`config.mk`:
```
export PLATFORM = sky130hd
export DESIGN_NAME = pmr_result_regs
export DESIGN_NICKNAME = d
export VERILOG_FILES = /design/src/hdl/pmr_pkg.sv /design/src/hdl/pmr_average.sv /design/src/hdl/pmr_result_regs.sv
export SDC_FILE = /design/constraint.sdc
export NUM_CORES = 2
export LEC_CHECK = 0
export ABC_AREA = 1
export ABC_CLOCK_PERIOD_IN_PS = 57500
export BUFFER_PORTS_ARGS = -buffer_cell sky130_fd_sc_hd__buf_2
export CAP_MARGIN = 10
export CORE_ASPECT_RATIO = 1.2
export CORE_MARGIN = 4
export CORE_UTILIZATION = 40
export DETAILED_ROUTE_END_ITERATION = 6
export PLACE_DENSITY = 0.64
export SLEW_MARGIN = 20
export SYNTH_ARGS = -nofsm -noshare
export SYNTH_HDL_FRONTEND = slang
export SYNTH_SLANG_ARGS = --single-unit
export TNS_END_PERCENT = 5
```
`constraint.sdc`:
```
create_clock -name hclk -period 57.5 [get_ports hclk]
set_clock_uncertainty 0.1 [all_clocks]
set_input_delay 2.875 -clock hclk [delete_from_list [all_inputs] [get_ports hclk]]
set_output_delay 2.875 -clock hclk [all_outputs]
set_load 0.1 [all_outputs]
```
`src/hdl/pmr_pkg.sv`:
```
package pmr_pkg;

    ////////////////////////////////////////////////////////////////////////
    // Register indices; byte address is four times the index
    localparam logic [5:0] IDX_CONFIG = 6'h00;
    localparam logic [5:0] IDX_SHUNT = 6'h01;
    localparam logic [5:0] IDX_BUS = 6'h02;
    localparam logic [5:0] IDX_POWER = 6'h03;
    localparam logic [5:0] IDX_CURRENT = 6'h04;
    localparam logic [5:0] IDX_CAL = 6'h05;
    localparam logic [5:0] IDX_STATUS = 6'h06;
    localparam int IDX_LSB = 2;
    localparam int IDX_MSB = 7;

    ////////////////////////////////////////////////////////////////////////
    // Configuration fields
    localparam int MODE_LSB = 0;
    localparam int MODE_W = 3;
    localparam int MODE_SHUNT_BIT = 0;
    localparam int MODE_BUS_BIT = 1;
    localparam int MODE_CONT_BIT = 2;
    localparam int AVG_LSB = 9;
    localparam int AVG_W = 3;
    localparam logic [15:0] CFG_RESET = 16'h0007;
    localparam logic [15:0] CFG_WR_MASK = 16'h0E07;
    localparam logic [15:0] CAL_RESET = 16'h0000;
    localparam logic [15:0] RESULT_RESET = 16'h0000;

    ////////////////////////////////////////////////////////////////////////
    // Status fields
    localparam int STAT_READY_BIT = 0;
    localparam int STAT_BUSY_BIT = 1;

    ////////////////////////////////////////////////////////////////////////
    // Arithmetic scaling
    localparam int CURRENT_SHIFT = 11;
    localparam logic [31:0] POWER_DIV = 32'h00004E20;
    localparam logic [15:0] BUS_MAG_MASK = 16'h7FFF;
    localparam logic [15:0] POS_MAX = 16'h7FFF;
    localparam logic [15:0] NEG_MIN = 16'h8000;
    localparam logic [15:0] UNS_MAX = 16'hFFFF;

    ////////////////////////////////////////////////////////////////////////
    // AHB-Lite
    localparam logic [1:0] HTRANS_IDLE = 2'h0;
    localparam logic [1:0] HRESP_OKAY = 2'h0;

    ////////////////////////////////////////////////////////////////////////
    // Types
    typedef enum logic [1:0]
    {
        CALC_IDLE = 2'b00,
        CALC_CURRENT = 2'b01,
        CALC_POWER = 2'b10
    } pmr_calc_t;

    typedef struct packed
    {
        logic valid;
        logic is_bus;
        logic [15:0] data;
    } pmr_sample_t;

    typedef struct packed
    {
        logic request;
        logic shunt_en;
        logic bus_en;
        logic continuous;
    } pmr_conv_ctrl_t;

endpackage

```
`src/hdl/pmr_average.sv`:
```
`timescale 1ns/1ns
module pmr_average
    import pmr_pkg::*;
(
    // Clock and reset
    input wire logic hclk,
    input wire logic hresetn,
    // Control
    input wire logic clear,
    input wire logic [AVG_W-1:0] avg_sel,
    // Samples in
    input wire logic in_valid,
    input wire logic [15:0] in_data,
    // Averaged result
    output logic out_valid,
    output logic [15:0] out_data
);

    logic signed [25:0] acc_r;
    logic signed [25:0] acc_nxt;
    logic [10:0] cnt_r;
    logic [10:0] cnt_nxt;
    logic out_valid_r;
    logic [15:0] out_data_r;
    logic [3:0] shift;
    logic [10:0] target;
    logic last;
    logic signed [25:0] mean;

    // Averaging counts 1,4,16,64,128,256,512,1024 as shifts
    function automatic logic [3:0] avg_shift(input logic [AVG_W-1:0] sel);
        logic [3:0] s;
        s = (sel < 3'h4) ? {sel, 1'b0} : 4'({1'b0, sel} + 4'h3);
        return s;
    endfunction

    assign shift = avg_shift(avg_sel);
    assign target = 11'(11'h001 << shift) - 11'h001;
    assign last = in_valid && (cnt_r == target);
    assign acc_nxt = acc_r + 26'(signed'(in_data));
    assign mean = acc_nxt >>> shift;
    assign cnt_nxt = last ? 11'h000 : 11'(cnt_r + 11'h001);

    always_ff @(posedge hclk or negedge hresetn)
    begin
        if (!hresetn)
        begin
            acc_r <= '0;
            cnt_r <= '0;
            out_valid_r <= 1'b0;
            out_data_r <= 16'h0000;
        end
        else
        begin
            out_valid_r <= last && !clear;
            if (clear)
            begin
                acc_r <= '0;
                cnt_r <= '0;
            end
            else if (in_valid)
            begin
                acc_r <= last ? '0 : acc_nxt;
                cnt_r <= cnt_nxt;
                if (last)
                    out_data_r <= mean[15:0];
            end
        end
    end

    assign out_valid = out_valid_r;
    assign out_data = out_data_r;

endmodule

```
`src/hdl/pmr_result_regs.sv`:
```
// Our own choice: the AHB-Lite interface to the registers.
`timescale 1ns/1ns
// Function
// - Mode bit two set repeats measurements; clear runs one triggered conversion.
// - Mode bits one and zero enable bus and shunt; both clear powers down.
// - Shunt result is a signed two's-complement word, bit fifteen the sign.
// - Shunt result counts 2.5 microvolts each; 7FFF is full scale.
// - Bus result counts 1.25 millivolts each; 7FFF is full scale.
// - Bus result top bit always reads zero.
// - With averaging on, shunt and bus results load the averaged value.
// - Shunt and bus results hold the latest reading, replaced on completion.
// - One power count weighs 25 current steps.
// - Power comes from current result times bus result.
// - Current comes from shunt result times calibration value.
// - Calibration is read/write and sets current and power step size.
// - Mode field resets to continuous shunt and bus measurement.
module pmr_result_regs
    import pmr_pkg::*;
(
    // Clock and reset
    input wire logic hclk,
    input wire logic hresetn,
    // AHB-Lite slave
    input wire logic hsel,
    input wire logic [31:0] haddr,
    input wire logic [1:0] htrans,
    input wire logic hwrite,
    input wire logic [2:0] hsize,
    input wire logic [31:0] hwdata,
    input wire logic hready,
    output logic hreadyout,
    output logic hresp,
    output logic [31:0] hrdata,
    // Converter side
    input wire pmr_sample_t sample,
    output pmr_conv_ctrl_t conv_ctrl
);

    ////////////////////////////////////////////////////////////////////////
    // Declarations
    logic [15:0] cfg_r;
    logic [15:0] cfg_nxt;
    logic [15:0] cal_r;
    logic [15:0] cal_nxt;
    logic [15:0] shunt_r;
    logic [15:0] bus_r;
    logic [15:0] current_r;
    logic [15:0] power_r;
    logic ready_r;
    logic ready_nxt;
    logic wr_pend_r;
    logic [5:0] wr_idx_r;
    logic [31:0] hrdata_r;
    logic hreadyout_r;
    logic hresp_r;
    pmr_calc_t calc_r;
    pmr_calc_t calc_nxt;
    logic calc_again_r;
    pmr_conv_ctrl_t ctrl_r;
    pmr_conv_ctrl_t ctrl_nxt;
    logic shunt_got_r;
    logic bus_got_r;

    logic accept;
    logic rd_accept;
    logic [5:0] a_idx;
    logic a_mapped;
    logic [31:0] rd_word;
    logic cfg_wr;
    logic cal_wr;
    logic stat_rd;
    logic [2:0] mode_nxt;
    logic shunt_en_nxt;
    logic bus_en_nxt;
    logic cont_nxt;
    logic pdown_nxt;
    logic shunt_in;
    logic bus_in;
    logic shunt_avg_valid;
    logic bus_avg_valid;
    logic [15:0] shunt_avg;
    logic [15:0] bus_avg;
    logic new_result;
    logic trig_done;

    ////////////////////////////////////////////////////////////////////////
    // Functions
    function automatic logic [15:0] sat_signed(input logic signed [32:0] v);
        logic [15:0] r;
        if (v > 33'sd32767)
            r = POS_MAX;
        else if (v < -33'sd32768)
            r = NEG_MIN;
        else
            r = v[15:0];
        return r;
    endfunction

    // Current = shunt * calibration / 2048, signed result
    function automatic logic [15:0] calc_current(input logic [15:0] shunt,
                                                 input logic [15:0] cal);
        logic signed [32:0] prod;
        prod = 33'(signed'(shunt)) * 33'(signed'({1'b0, cal}));
        return sat_signed(prod >>> CURRENT_SHIFT);
    endfunction

    // Power = |current| * bus / 20000, which makes one count 25 current steps
    function automatic logic [15:0] calc_power(input logic [15:0] cur,
                                               input logic [15:0] bus);
        logic [16:0] mag;
        logic [31:0] prod;
        logic [31:0] quo;
        logic [15:0] r;
        mag = cur[15] ? 17'(17'h00000 - {cur[15], cur}) : {1'b0, cur};
        prod = 32'(mag) * 32'(bus & BUS_MAG_MASK);
        quo = prod / POWER_DIV;
        r = (quo > 32'(UNS_MAX)) ? UNS_MAX : quo[15:0];
        return r;
    endfunction

    function automatic logic [5:0] byte_to_idx(input logic [31:0] a);
        return a[IDX_MSB:IDX_LSB];
    endfunction

    ////////////////////////////////////////////////////////////////////////
    // Bus address phase decode
    assign accept = hsel && hready && htrans[1];
    assign rd_accept = accept && !hwrite;
    assign a_idx = byte_to_idx(haddr);
    assign a_mapped = (haddr[31:IDX_MSB+1] == '0) && (haddr[1:0] == 2'h0)
                      && (a_idx <= IDX_STATUS);

    // Data phase writes; only config and calibration take data
    assign cfg_wr = wr_pend_r && (wr_idx_r == IDX_CONFIG);
    assign cal_wr = wr_pend_r && (wr_idx_r == IDX_CAL);
    assign cfg_nxt = cfg_wr ? (hwdata[15:0] & CFG_WR_MASK) : cfg_r;
    assign cal_nxt = cal_wr ? hwdata[15:0] : cal_r;
    assign stat_rd = rd_accept && a_mapped && (a_idx == IDX_STATUS);

    // Read mux sees a write that is in its data phase at the same edge
    always_comb
    begin
        rd_word = 32'h00000000;
        if (a_mapped)
        begin
            case (a_idx)
                IDX_CONFIG: rd_word = {16'h0000, cfg_nxt};
                IDX_SHUNT: rd_word = {16'h0000, shunt_r};
                IDX_BUS: rd_word = {16'h0000, 1'b0, bus_r[14:0]};
                IDX_POWER: rd_word = {16'h0000, power_r};
                IDX_CURRENT: rd_word = {16'h0000, current_r};
                IDX_CAL: rd_word = {16'h0000, cal_nxt};
                IDX_STATUS: rd_word = {30'h00000000, calc_r != CALC_IDLE, ready_r};
                default: rd_word = 32'h00000000;
            endcase
        end
    end

    ////////////////////////////////////////////////////////////////////////
    // Operating mode decode
    assign mode_nxt = cfg_nxt[MODE_LSB +: MODE_W];
    assign shunt_en_nxt = mode_nxt[MODE_SHUNT_BIT];
    assign bus_en_nxt = mode_nxt[MODE_BUS_BIT];
    assign pdown_nxt = !shunt_en_nxt && !bus_en_nxt;
    assign cont_nxt = mode_nxt[MODE_CONT_BIT] && !pdown_nxt;

    // A triggered run ends once every enabled measurement has a result
    assign trig_done = !ctrl_r.continuous && ctrl_r.request
                       && (!ctrl_r.shunt_en || shunt_got_r || shunt_avg_valid)
                       && (!ctrl_r.bus_en || bus_got_r || bus_avg_valid);

    always_comb
    begin
        ctrl_nxt = ctrl_r;
        ctrl_nxt.shunt_en = shunt_en_nxt;
        ctrl_nxt.bus_en = bus_en_nxt;
        ctrl_nxt.continuous = cont_nxt;
        if (pdown_nxt)
            ctrl_nxt.request = 1'b0;
        else if (cont_nxt)
            ctrl_nxt.request = 1'b1;
        else if (cfg_wr)
            ctrl_nxt.request = 1'b1;
        else if (trig_done)
            ctrl_nxt.request = 1'b0;
    end

    ////////////////////////////////////////////////////////////////////////
    // Averaging of incoming conversions
    assign shunt_in = sample.valid && !sample.is_bus && ctrl_r.shunt_en && ctrl_r.request;
    assign bus_in = sample.valid && sample.is_bus && ctrl_r.bus_en && ctrl_r.request;

    pmr_average u_shunt_avg
    (
        .hclk(hclk),
        .hresetn(hresetn),
        .clear(cfg_wr),
        .avg_sel(cfg_r[AVG_LSB +: AVG_W]),
        .in_valid(shunt_in),
        .in_data(sample.data),
        .out_valid(shunt_avg_valid),
        .out_data(shunt_avg)
    );

    pmr_average u_bus_avg
    (
        .hclk(hclk),
        .hresetn(hresetn),
        .clear(cfg_wr),
        .avg_sel(cfg_r[AVG_LSB +: AVG_W]),
        .in_valid(bus_in),
        .in_data(sample.data & BUS_MAG_MASK),
        .out_valid(bus_avg_valid),
        .out_data(bus_avg)
    );

    ////////////////////////////////////////////////////////////////////////
    // Derived result sequencing: current first, then power
    // A result landing during the current step earns one more pass, so fast samples never starve power
    assign new_result = shunt_avg_valid || bus_avg_valid;

    always_comb
    begin
        calc_nxt = calc_r;
        case (calc_r)
            CALC_IDLE: calc_nxt = new_result ? CALC_CURRENT : CALC_IDLE;
            CALC_CURRENT: calc_nxt = CALC_POWER;
            CALC_POWER: calc_nxt = (new_result || calc_again_r) ? CALC_CURRENT : CALC_IDLE;
            default: calc_nxt = CALC_IDLE;
        endcase
    end

    // A fresh result sets ready; that set wins over a status read
    assign ready_nxt = (calc_r == CALC_POWER) || (ready_r && !stat_rd);

    ////////////////////////////////////////////////////////////////////////
    // Configuration, calibration and status
    always_ff @(posedge hclk or negedge hresetn)
    begin
        if (!hresetn)
        begin
            cfg_r <= CFG_RESET;
            cal_r <= CAL_RESET;
            ready_r <= 1'b0;
            calc_r <= CALC_IDLE;
            calc_again_r <= 1'b0;
            ctrl_r <= '{request: 1'b1, shunt_en: 1'b1, bus_en: 1'b1, continuous: 1'b1};
        end
        else
        begin
            cfg_r <= cfg_nxt;
            cal_r <= cal_nxt;
            ready_r <= ready_nxt;
            calc_r <= calc_nxt;
            calc_again_r <= (calc_r == CALC_CURRENT) && new_result;
            ctrl_r <= ctrl_nxt;
        end
    end

    // Which measurements of a triggered run have completed
    always_ff @(posedge hclk or negedge hresetn)
    begin
        if (!hresetn)
        begin
            shunt_got_r <= 1'b0;
            bus_got_r <= 1'b0;
        end
        else
        begin
            shunt_got_r <= (cfg_wr || trig_done) ? 1'b0 : (shunt_got_r || shunt_avg_valid);
            bus_got_r <= (cfg_wr || trig_done) ? 1'b0 : (bus_got_r || bus_avg_valid);
        end
    end

    ////////////////////////////////////////////////////////////////////////
    // Measurement results; each word is replaced whole at one edge
    always_ff @(posedge hclk or negedge hresetn)
    begin
        if (!hresetn)
        begin
            shunt_r <= RESULT_RESET;
            bus_r <= RESULT_RESET;
        end
        else
        begin
            if (shunt_avg_valid)
                shunt_r <= shunt_avg;
            if (bus_avg_valid)
                bus_r <= bus_avg & BUS_MAG_MASK;
        end
    end

    always_ff @(posedge hclk or negedge hresetn)
    begin
        if (!hresetn)
        begin
            current_r <= RESULT_RESET;
            power_r <= RESULT_RESET;
        end
        else
        begin
            if (calc_r == CALC_CURRENT)
                current_r <= calc_current(shunt_r, cal_r);
            if (calc_r == CALC_POWER)
                power_r <= calc_power(current_r, bus_r);
        end
    end

    ////////////////////////////////////////////////////////////////////////
    // Bus slave state; zero wait states, always OKAY
    always_ff @(posedge hclk or negedge hresetn)
    begin
        if (!hresetn)
        begin
            wr_pend_r <= 1'b0;
            wr_idx_r <= IDX_CONFIG;
            hrdata_r <= 32'h00000000;
            hreadyout_r <= 1'b1;
            hresp_r <= 1'b0;
        end
        else
        begin
            // Writes to unmapped or misaligned addresses are dropped here
            wr_pend_r <= accept && hwrite && a_mapped;
            wr_idx_r <= a_idx;
            hrdata_r <= rd_accept ? rd_word : 32'h00000000;
            hreadyout_r <= 1'b1;
            hresp_r <= HRESP_OKAY[0];
        end
    end

    ////////////////////////////////////////////////////////////////////////
    // Outputs
    assign hreadyout = hreadyout_r;
    assign hresp = hresp_r;
    assign hrdata = hrdata_r;
    assign conv_ctrl = ctrl_r;

endmodule

```
==> run metrics <==
status finished, final reports clean; FF+latch area 5837 um2; critical path launch point type register; Final ANT Viol Nets 0; Rel. slew slack between 30% and 40%; Top Family by Delay on Critical Path simple AND/OR/NAND/NOR gates; commonest non-fill, non-tap cell in the layout nand2_1; critical path arrival about 22 ns; register area share after synthesis ~15%; Mean Syn Cell Area approximately 7.3 um2; RSZ-0062 raised after global routing false; Fin Setup TNS 0 ns; Post-Synthesis Cells 5230; Netlist Area Pre-Place ~38000 um2; gr ovfl total 0; Tcrit/Tclk final between 30% and 40%; hold path start calc_r[0]; most used cell, CP nand2_2; Synth Flop Type dfrtp_1; Setup Crit Path Kind register to register; Die X-Extent just under 300 um; Max Root-Sink Buffers 3; initial antenna violation count 3; Die Height about 350 um; Period minus WS final between 20 and 25 ns; Clock Latency Late Sink roughly 0.57 ns; Synth cell types 80; Req. time, crit path ~58 ns; Starting Density 40.31%; final wirelength 101.7 mm; GRT Total Usage 20.22%; htree depth 1; max_cap viols 0; CTS Sinks 233; Critical Path Slowest Stage Cell dfrtp_1; max-slew violations 0; CTS Buf Count 26; drt wl/cell 15.63 um; DRC 0; ratio of cells with drive above 1 in the final layout roughly an eighth; EDFF count, synth 0; vias roughly 33000; Max FO, Critical Path 16; largest net degree at the start of global routing roughly 110; Post-CTS Hold Buffers 0; design area roughly 40000 um2; Fin. Hold Viols 0; post-synthesis register bit count 233; area of the multi-input gates approximately 28000 um2; drt first pass iters 6; worst hold path type register to register; HPWL after detailed placement slightly above 80 mm; clk root buf clkbuf_16; area grow syn2layout 6.195%; Worst R2R Start current_r[0]; slowest cell delay on critical path 0.59 ns; DP Area roughly 40000 um2; I/O Pins 130; Worst Max-Slew Pin Slew 1.020 ns; number of setup buffers added after CTS 0; Starting DRT DRC Count roughly 2200; Post-synth ARST share 100.0%; floorplan row count around 120; Port-buffer cells between 90 and 100; core area ~95000 um2; die area between 100000 and 150000 um2; Via density roughly 5.1; yosys warns 0; first-pass GRT wire length approximately 170 mm; vias in the first global route between 30000 and 40000; Highest Clock Rate about 45 MHz; type of destination of the critical path register; Nets a little under 6000; CTS tree yes; Clock Pin Slew Worst Setup and Hold Paths about 0.07 ns; RePlAce Congestion about 0.9; CP Buf/Inv Count 13; PostCTS Resize Cnt 0; CP Launch Point current_r[0]; most frequent cells in the layout nand2_1, inv_1, fa_1, nor2_1, ha_1; number of fill cells 9754; Finish-stage setup viols 0
## cells by family (layout without fill, tap and decap cells)
kind of cell	after synthesis	after routing	share of synthesized area [%]
AO/OA/AOI/OAI	584	584	9.166
XOR/XNOR	164	164	3.878
adder cells (fa/ha/maj)	648	648	28.70
buffers and inverters	1240	1227	12.94
flip-flops	233	233	15.20
multiplexers	14	14	0.3813
other	2	35	0.01956
AND/OR/NAND/NOR	2345	2345	29.72
## through the flow
stage | setup WS (ns) | cells | util, % | hold WS, ns
final | 35.41 | 6510 | 42.80 | 0.3611
after floorplan | 39.23 | 5261 | - | 0.3157
after global placement | 35.64 | 6460 | 41.84 | 0.3388
after detailed placement | 35.33 | 6460 | 41.84 | 0.3479
after CTS | 35.28 | 6508 | 42.79 | 0.3598
after global routing | 33.18 | 6509 | 42.80 | 0.3859
## cells in the mapped netlist, drive strengths merged, types with 16 or more instances
| master | instances | share of area, % |
|---|---|---|
| a21oi | 144 | 2.2 |
| a22oi | 23 | 0.45 |
| a31oi | 16 | 0.26 |
| buf | 39 | 1.0 |
| clkbuf | 143 | 1.4 |
| clkinv | 24 | 0.31 |
| dfrtp | 228 | 15 |
| fa | 388 | 20 |
| ha | 260 | 8.5 |
| inv | 1034 | 10 |
| nand2 | 1498 | 18 |
| nand3 | 274 | 4.2 |
| nand3b | 21 | 0.46 |
| nand4 | 46 | 0.90 |
| nor2 | 434 | 5.1 |
| nor3 | 32 | 0.43 |
| o21a | 16 | 0.31 |
| o21ai | 252 | 3.4 |
| o21bai | 17 | 0.33 |
| o22ai | 45 | 0.73 |
| or2 | 18 | 0.29 |
| xnor2 | 53 | 1.3 |
| xor2 | 111 | 2.6 |
## state kept, by name, indices dropped and copies added, names as in the netlist, 2 cells and up
name                  count
u_bus_avg.acc_r          26
u_shunt_avg.acc_r        26
cal_r                    16
cfg_r                    16
current_r                16
hrdata                   16
power_r                  16
shunt_r                  16
u_shunt_avg.out_data     16
bus_r                    15
u_bus_avg.out_data       15
u_bus_avg.cnt_r          11
u_shunt_avg.cnt_r        11
wr_idx_r                  6
calc_r                    2
conv_ctrl                 2
## final cells by class
class                      count  share of cell area [%]
clock buffer                  31                   1.740
tap                         1260                   3.866
antenna                        2                 0.01227
inverter                    1058                   9.887
sequential                   233                   14.31
clock inverter                17                  0.4940
multi-input combinational   3788                   67.98
timing repair buffer         121                   1.703
## path summary, 6_finish.rpt
check                      slack, ns                    to  cells past startpoint
hold reg to reg                 0.36             calc_r[0]                      1
max in group asynchronous      53.07           power_r[10]                      3
hold / removal                  0.36             calc_r[0]                      1
min in group asynchronous       2.28  u_shunt_avg.acc_r[3]                      1
setup / recovery               35.41            power_r[0]                    137
setup reg to reg               35.41            power_r[0]                    137
## routing by layer
layer / track usage (%) / part of all wire [%]
met1: 25.88 / 42
met2: 35.95 / 49
met3: 1.857 / 5.3
met4: 6.763 / 3.7
met5: 0 / 0.013
Power is not shown: default switching activity piles up to over one toggle a cycle in this logic, so the estimate is an artifact.
